===== src/design/msl_pkg.sv =====
// Package of constants and carrier types for the serial host link
package msl_pkg;
    localparam int unsigned CLK_HZ        = 200_000_000;
    localparam int unsigned BAUD          = 9600;
    localparam int unsigned BIT_CYC       = CLK_HZ / BAUD;
    localparam int unsigned HALF_CYC      = BIT_CYC / 2;
    localparam int unsigned DATA_BITS     = 8;
    localparam int unsigned BREAK_BITS    = 20;
    localparam int unsigned BREAK_CYC     = BIT_CYC * BREAK_BITS;
    localparam int unsigned FIFO_DEPTH    = 4;
    localparam logic [15:0] CNT_ZERO      = 16'h0000;
    localparam logic [23:0] BRK_ZERO      = 24'h000000;
    localparam logic [3:0]  BIT_ZERO      = 4'h0;
    localparam logic [7:0]  BYTE_ZERO     = 8'h00;
    localparam logic [1:0]  SYNC_IDLE     = 2'h0;

    typedef enum logic [1:0] {
        MSL_IDLE  = 2'b00,
        MSL_START = 2'b01,
        MSL_DATA  = 2'b10,
        MSL_STOP  = 2'b11
    } msl_state_e;

    typedef struct packed {
        logic       valid;
        logic [7:0] data;
    } msl_byte_s;
endpackage


===== src/design/msl_fifo.sv =====
// Small valid/ready FIFO
`timescale 1ns/10ps
module msl_fifo
    import msl_pkg::*;
#(
    parameter int unsigned WIDTH = 8,
    parameter int unsigned DEPTH = 4
) (
    // Clock and reset
    input  wire logic             clock_i,
    input  wire logic             rst_n_i,
    input  wire logic             clr_i,
    // Fill side
    input  wire logic             in_valid_i,
    input  wire logic [WIDTH-1:0] in_data_i,
    output logic                  in_ready_o,
    // Drain side
    output logic                  out_valid_o,
    output logic [WIDTH-1:0]      out_data_o,
    input  wire logic             out_ready_i
);
    localparam int unsigned AW = $clog2(DEPTH);
    logic [WIDTH-1:0] mem [DEPTH];
    logic [AW:0]      wp_reg;
    logic [AW:0]      rp_reg;
    logic             push;
    logic             pop;

    assign in_ready_o  = (wp_reg - rp_reg) != (AW+1)'(DEPTH);
    assign out_valid_o = wp_reg != rp_reg;
    assign out_data_o  = mem[rp_reg[AW-1:0]];
    assign push        = in_valid_i & in_ready_o;
    assign pop         = out_valid_o & out_ready_i;

    always_ff @(posedge clock_i or negedge rst_n_i) begin
        if (!rst_n_i) begin
            wp_reg <= '0;
            rp_reg <= '0;
        end else if (clr_i) begin
            wp_reg <= '0;
            rp_reg <= '0;
        end else begin
            if (push) begin
                wp_reg <= wp_reg + 1'b1;
            end
            if (pop) begin
                rp_reg <= rp_reg + 1'b1;
            end
        end
    end

    always_ff @(posedge clock_i) begin
        if (push) begin
            mem[wp_reg[AW-1:0]] <= in_data_i;
        end
    end
endmodule


===== src/design/msl_link.sv =====
// Serial host link: fixed 8-N-1 receiver and transmitter with flow control
`timescale 1ns/10ps
module msl_link
    import msl_pkg::*;
(
    // Clock and reset
    input  wire logic       clock_i,
    input  wire logic       rst_n_i,
    // Host pins
    input  wire logic       host_rx_i,
    input  wire logic       host_rts_i,
    output logic            host_tx_o,
    output logic            host_cts_o,
    output logic            service_req_n_o,
    // Command processor side
    input  wire logic       srq_pending_i,
    output msl_byte_s       rx_byte_o,
    input  wire logic       rx_ready_i,
    input  wire msl_byte_s  tx_byte_i,
    output logic            tx_ready_o,
    output logic            if_reset_o
);
    typedef struct packed {
        logic [1:0]  rx_sync;
        logic [1:0]  rts_sync;
        msl_state_e  rx_st;
        logic [15:0] rx_cnt;
        logic [3:0]  rx_bit;
        logic [7:0]  rx_sh;
        logic        rx_push;
        logic [23:0] brk_cnt;
        logic        brk_hold;
        logic        if_rst;
        msl_state_e  tx_st;
        logic [15:0] tx_cnt;
        logic [3:0]  tx_bit;
        logic [7:0]  tx_sh;
        logic        tx_line;
        logic        cts;
        logic        srq_n;
    } msl_link_s;

    msl_link_s  st_reg;
    msl_link_s  st_next;
    logic       rx_line;
    logic       rts_ok;
    logic       fifo_in_ready;
    logic       fifo_out_valid;
    logic [7:0] fifo_out_data;
    logic       fifo_pop;

    // Undo line inversion: a high pin is a logic zero
    assign rx_line = ~st_reg.rx_sync[1];
    assign rts_ok  = st_reg.rts_sync[1];

    msl_fifo #(
        .WIDTH (DATA_BITS),
        .DEPTH (FIFO_DEPTH)
    ) u_rx_fifo (
        .clock_i     (clock_i),
        .rst_n_i     (rst_n_i),
        .clr_i       (st_reg.if_rst),
        .in_valid_i  (st_reg.rx_push),
        .in_data_i   (st_reg.rx_sh),
        .in_ready_o  (fifo_in_ready),
        .out_valid_o (fifo_out_valid),
        .out_data_o  (fifo_out_data),
        .out_ready_i (fifo_pop)
    );

    assign fifo_pop = fifo_out_valid & (~rx_byte_o.valid | rx_ready_i);

    always_comb begin
        st_next          = st_reg;
        st_next.rx_sync  = {st_reg.rx_sync[0], host_rx_i};
        st_next.rts_sync = {st_reg.rts_sync[0], host_rts_i};
        st_next.rx_push  = 1'b0;
        st_next.if_rst   = 1'b0;
        st_next.srq_n    = ~srq_pending_i;

        // CTS follows buffer space; a byte that meets a full buffer is dropped
        st_next.cts = fifo_in_ready;

        // Break: line held at logic zero well beyond one frame
        if (!rx_line) begin
            if (st_reg.brk_cnt != 24'(BREAK_CYC)) begin
                st_next.brk_cnt = st_reg.brk_cnt + 24'h000001;
            end else if (!st_reg.brk_hold) begin
                st_next.brk_hold = 1'b1;
                st_next.if_rst   = 1'b1;
            end
        end else begin
            st_next.brk_cnt  = BRK_ZERO;
            st_next.brk_hold = 1'b0;
        end

        case (st_reg.rx_st)
            MSL_IDLE: begin
                st_next.rx_cnt = CNT_ZERO;
                if (!rx_line && !st_reg.brk_hold) begin
                    st_next.rx_st = MSL_START;
                end
            end
            MSL_START: begin
                if (st_reg.rx_cnt == 16'(HALF_CYC)) begin
                    st_next.rx_cnt = CNT_ZERO;
                    st_next.rx_bit = BIT_ZERO;
                    st_next.rx_st  = rx_line ? MSL_IDLE : MSL_DATA;
                end else begin
                    st_next.rx_cnt = st_reg.rx_cnt + 16'h0001;
                end
            end
            MSL_DATA: begin
                if (st_reg.rx_cnt == 16'(BIT_CYC - 1)) begin
                    st_next.rx_cnt = CNT_ZERO;
                    st_next.rx_sh  = {rx_line, st_reg.rx_sh[7:1]};
                    st_next.rx_bit = st_reg.rx_bit + 4'h1;
                    if (st_reg.rx_bit == 4'(DATA_BITS - 1)) begin
                        st_next.rx_st = MSL_STOP;
                    end
                end else begin
                    st_next.rx_cnt = st_reg.rx_cnt + 16'h0001;
                end
            end
            MSL_STOP: begin
                if (st_reg.rx_cnt == 16'(BIT_CYC - 1)) begin
                    // Bad stop bit drops the character
                    st_next.rx_push = rx_line & fifo_in_ready;
                    st_next.rx_st   = MSL_IDLE;
                end else begin
                    st_next.rx_cnt = st_reg.rx_cnt + 16'h0001;
                end
            end
            default: st_next.rx_st = MSL_IDLE;
        endcase

        case (st_reg.tx_st)
            MSL_IDLE: begin
                st_next.tx_line = 1'b1;
                st_next.tx_cnt  = CNT_ZERO;
                if (tx_byte_i.valid && rts_ok) begin
                    st_next.tx_sh = tx_byte_i.data;
                    st_next.tx_st = MSL_START;
                    st_next.tx_line = 1'b0;
                end
            end
            MSL_START: begin
                if (st_reg.tx_cnt == 16'(BIT_CYC - 1)) begin
                    st_next.tx_cnt  = CNT_ZERO;
                    st_next.tx_bit  = BIT_ZERO;
                    st_next.tx_line = st_reg.tx_sh[0];
                    st_next.tx_st   = MSL_DATA;
                end else begin
                    st_next.tx_cnt = st_reg.tx_cnt + 16'h0001;
                end
            end
            MSL_DATA: begin
                if (st_reg.tx_cnt == 16'(BIT_CYC - 1)) begin
                    st_next.tx_cnt = CNT_ZERO;
                    st_next.tx_bit = st_reg.tx_bit + 4'h1;
                    st_next.tx_sh  = {1'b1, st_reg.tx_sh[7:1]};
                    st_next.tx_line = st_reg.tx_sh[1];
                    if (st_reg.tx_bit == 4'(DATA_BITS - 1)) begin
                        st_next.tx_line = 1'b1;
                        st_next.tx_st   = MSL_STOP;
                    end
                end else begin
                    st_next.tx_cnt = st_reg.tx_cnt + 16'h0001;
                end
            end
            MSL_STOP: begin
                // RTS is not looked at here: only a break cuts the frame short
                if (st_reg.tx_cnt == 16'(BIT_CYC - 1)) begin
                    st_next.tx_st = MSL_IDLE;
                end else begin
                    st_next.tx_cnt = st_reg.tx_cnt + 16'h0001;
                end
            end
            default: st_next.tx_st = MSL_IDLE;
        endcase

        // Break clears only the link state; frame format stays fixed
        if (st_reg.if_rst) begin
            st_next.rx_st   = MSL_IDLE;
            st_next.tx_st   = MSL_IDLE;
            st_next.tx_line = 1'b1;
            st_next.cts     = 1'b0;
        end
    end

    always_ff @(posedge clock_i or negedge rst_n_i) begin
        if (!rst_n_i) begin
            st_reg          <= '0;
            st_reg.rx_sync  <= SYNC_IDLE;
            st_reg.rx_st    <= MSL_IDLE;
            st_reg.tx_st    <= MSL_IDLE;
            st_reg.tx_line  <= 1'b1;
            st_reg.srq_n    <= 1'b1;
            rx_byte_o       <= '0;
        end else begin
            st_reg <= st_next;
            if (st_reg.if_rst) begin
                rx_byte_o.valid <= 1'b0;
            end else if (fifo_pop) begin
                rx_byte_o.valid <= 1'b1;
                rx_byte_o.data  <= fifo_out_data;
            end else if (rx_ready_i) begin
                rx_byte_o.valid <= 1'b0;
            end
        end
    end

    assign host_tx_o       = ~st_reg.tx_line;
    assign host_cts_o      = st_reg.cts;
    assign service_req_n_o = st_reg.srq_n;
    assign if_reset_o      = st_reg.if_rst;
    assign tx_ready_o      = 1'b0 | (st_reg.tx_st == MSL_IDLE && rts_ok && ~st_reg.if_rst);
endmodule


===== config.mk =====
export PLATFORM = sky130hd
export DESIGN_NAME = msl_link
export DESIGN_NICKNAME = d
export VERILOG_FILES = /design/src/design/msl_pkg.sv /design/src/design/msl_fifo.sv /design/src/design/msl_link.sv
export SDC_FILE = /design/constraint.sdc
export NUM_CORES = 1
export LEC_CHECK = 0
export BUFFER_PORTS_ARGS = -buffer_cell sky130_fd_sc_hd__buf_4
export CELL_PAD_IN_SITES_DETAIL_PLACEMENT = 1
export CELL_PAD_IN_SITES_GLOBAL_PLACEMENT = 1
export CORE_MARGIN = 2
export CORE_UTILIZATION = 44
export CTS_CLUSTER_DIAMETER = 150
export DETAILED_ROUTE_END_ITERATION = 8
export GPL_TIMING_DRIVEN = 1
export PLACE_DENSITY_LB_ADDON = 0.1
export SLEW_MARGIN = 20
export SYNTH_ARGS = -nofsm -noshare
export SYNTH_HDL_FRONTEND = slang
export SYNTH_SLANG_ARGS = --single-unit

===== constraint.sdc =====
create_clock -name clock_i -period 2.65 [get_ports clock_i]
set_clock_uncertainty 0.2 [all_clocks]
set_input_delay 0.1325 -clock clock_i [delete_from_list [all_inputs] [get_ports clock_i]]
set_output_delay 0.1325 -clock clock_i [all_outputs]
set_load 0.1 [all_outputs]

==> reports/results.tsv <==
metric	value	unit
outcome	completed	
Final Power	5.12	mW
Avg Vias per Cell	5.43	
Avg Synthesized Cell Area	11.7	um2
Synth async-reset ratio	0.773	
dpl hpwl	9.82	mm
Cell variety after synth	62	
Post-Syn Instances	572	
final hold vios	0	
Startpoint Class	flop	
WL final	14.6	mm
Switching Power	1.26	mW
Sw Share	0.247	
total number of vias	4557	
crit path cell chain	inv_1, ha_1, or4b_1, nor4_2, and4b_2, buf_12, mux2_2	
post-CTS setup buffer count	0	
Clk Latency, worst-skew pair	420	ps
mapped cell area	6700	um2
nets	673	
GRT Total Usage	0.200	
Crit-path slowest cell	or4b_1	
top-area cell type share of the netlist area	0.400	
Cell Pwr Density	640	nW/um2
Rows	45	
number of buffer cells added on primary ports	28	
Initial Utilization	0.445	
measured slew at the worst slew-check pin	723	ps
crit path DAT	2680	ps
Layout Area Growth over Synthesis	19.5	%
Top-Level Pins	29	
TritonCTS clock tree	built	
layout cells sized above 1	0.198	
sequential share of the synthesized area	0.551	
die area	16200	um2
diode count	0	
Slew headroom	0.516	
static leakage	3.43	nW
DR WL/cell	17.4	um
Main synth FF type	dfrtp_1	
Worst path max stage delay	480	ps
final setup TNS	0	ps
# clock sinks	141	
clock root cell	clkbuf_16	
vias in the first global route	5059	
Pre-Repair DR Iteration Count	4	
placer congestion estimate	0.823	
crit end category	flop	
most frequent cells in the layout	107 x dfrtp_1, 51 x nor2_1, 45 x buf_4, 34 x nand2_1, 32 x edfxtp_1	
commonest non-fill, non-tap cell in the layout	dfrtp_1	
Tcrit/Tclk final	0.972	
cell-internal power	3.86	mW
part of the power in combinational logic	0.075	
Max Slew Vio Count	0	
Worst Path Required	2750	ps
min Tclk post-route	2580	ps
clock buffer depth	2	
Max Cap Violations	0	
total grt overflow	0	
clock slew at reported path FFs	60	ps
core area	15000	um2
Worst IR Drop VDD	0.000564	V
H-tree depth	4	
Crit Path Max Fanout	12	
syn_nets	607	
global-route wire length before repair	25.3	mm
max FFs per register	88	
maximum number of pins on one net before global-route repair	52	
largest area contributor in the netlist	dfrtp_1	
width of the die	127	um
number of synthesized register bits	141	
most area-consuming cells after synthesis	dfrtp_1 40%, edfxtp_1 14%, mux2_2 3.9%, xor2_1 3.8%, ha_1 3.7%	
Die Y	127	um
antenna-violating nets left	0	
number of buffers created by CTS	17	
clock group share of total power	0.466	
Post-route DRC	0	
Syn. warnings	0	
initial antenna violation count	0	
Flop pwr share	0.459	
hold crit path type	input pin to asynchronous set/reset pin	
Setup violations, final	0	
DR iter-0 viols	205	
critical path class	flop to flop	
Max Clock Freq	0.388	GHz
Post-synth EDFFs	32	
-- through the flow --
| stage | hold slack (ps) | setup slack, ps | utilization | cell area, um2 | std cells |
|---|---|---|---|---|---|
| after floorplan | -363 | 19.6 | - | 6700 | 572 |
| after global placement | -39.4 | 201 | 0.483 | 7260 | 793 |
| after detailed placement | -38.2 | 97.8 | 0.483 | 7260 | 793 |
| after CTS | 53.3 | 35.9 | 0.531 | 7990 | 839 |
| after global routing | 79.9 | -21.4 | 0.532 | 8000 | 839 |
| final | 50.1 | 73.2 | 0.532 | 8000 | 839 |
-- final timing paths --
check | to | depth (start not counted) | from | slack, ps
worst max-delay path | st_reg[65] | 7 | st_reg[72] | 70
worst min-delay path | u_rx_fifo.wp_reg[0] | 2 | rst_n_i | 50
worst max register to register | st_reg[65] | 7 | st_reg[72] | 70
worst min register to register | rts_ok | 0 | st_next[91] | 150
max in group asynchronous | st_reg[28] | 3 | rst_n_i | 1500
min in group clock_i | rts_ok | 0 | st_next[91] | 150
-- cell type report --
type / count / area, um2
fill: 1555 / 7030
sequential: 141 / 3690
multi-input combinational: 392 / 2870
timing repair buffer: 62 / 529
clock buffer: 19 / 433
tap: 188 / 235
clock inverter: 13 / 156
inverter: 24 / 90.1
-- Yosys cell counts, drive strengths merged (3+ instances only) --
library cell	count
xnor2	23
dfrtp	107
nand3b	6
nor3b	3
mux2i	6
and2	28
nor2b	5
and3	6
nor4	6
a22o	12
ha	20
or3	3
o21ai	16
nand2	34
or2	6
buf	3
nand2b	5
and4	3
nor2	52
mux2	23
o22ai	4
nand3	22
clkbuf	12
inv	24
nand4	12
a21oi	7
edfxtp	32
nor4b	5
or4	3
xor2	29
mux4	8
nor3	18
-- metal layers --
| layer | up-vias | GRT usage | wire (um) |
|---|---|---|---|
| li1 | 2154 | - | - |
| met1 | 2348 | 0.263 | 6840 |
| met2 | 38 | 0.332 | 7250 |
| met3 | 17 | 0.0440 | 314 |
| met4 | 0 | 0.0627 | 193 |
| met5 | - | 0 | 0 |
-- what timing repair did --
action | in CTS | in global routing
hold buffers | 14 | 0
hold endpoints to repair | 100 | 0
setup endpoints to repair | 0 | 10
gates resized for setup | 0 | 3
-- power by group through the flow --
| stage | Combinational, mW | Clock (mW) | Sequential (mW) |
|---|---|---|---|
| 2_1_floorplan | 0.212 | 0 | 2.37 |
| 3_3_place_gp | 0.348 | 0 | 2.38 |
| 3_5_place_dp | 0.360 | 0 | 2.39 |
| 4_1_cts | 0.384 | 2.46 | 2.34 |
| 5_1_grt | 0.425 | 2.55 | 2.36 |
| 6_report | 0.383 | 2.38 | 2.35 |
-- cells by family (layout without fill, tap and decap cells) --
logic type               count (synthesis)  in the layout  share of synthesized area
adder cells (fa/ha/maj)                 20             20                     0.0374
XOR/XNOR                                52             52                     0.0680
AO/OA/AOI/OAI                           59             59                     0.0646
AND/OR/NAND/NOR                        224            224                      0.182
flip-flops                             141            141                      0.551
buffers and inverters                   39            118                     0.0226
multiplexers                            37             37                     0.0746
-- worst max-delay path: cells and delay by family, from the launching register on --
kind	cells	cell delay [ps]
muxes	1	340
buffers and inverters	2	240
and+or+nand+nor	3	1130
DFF	1	390
adders and majority gates	1	150
(Power assumes the default switching activity.)
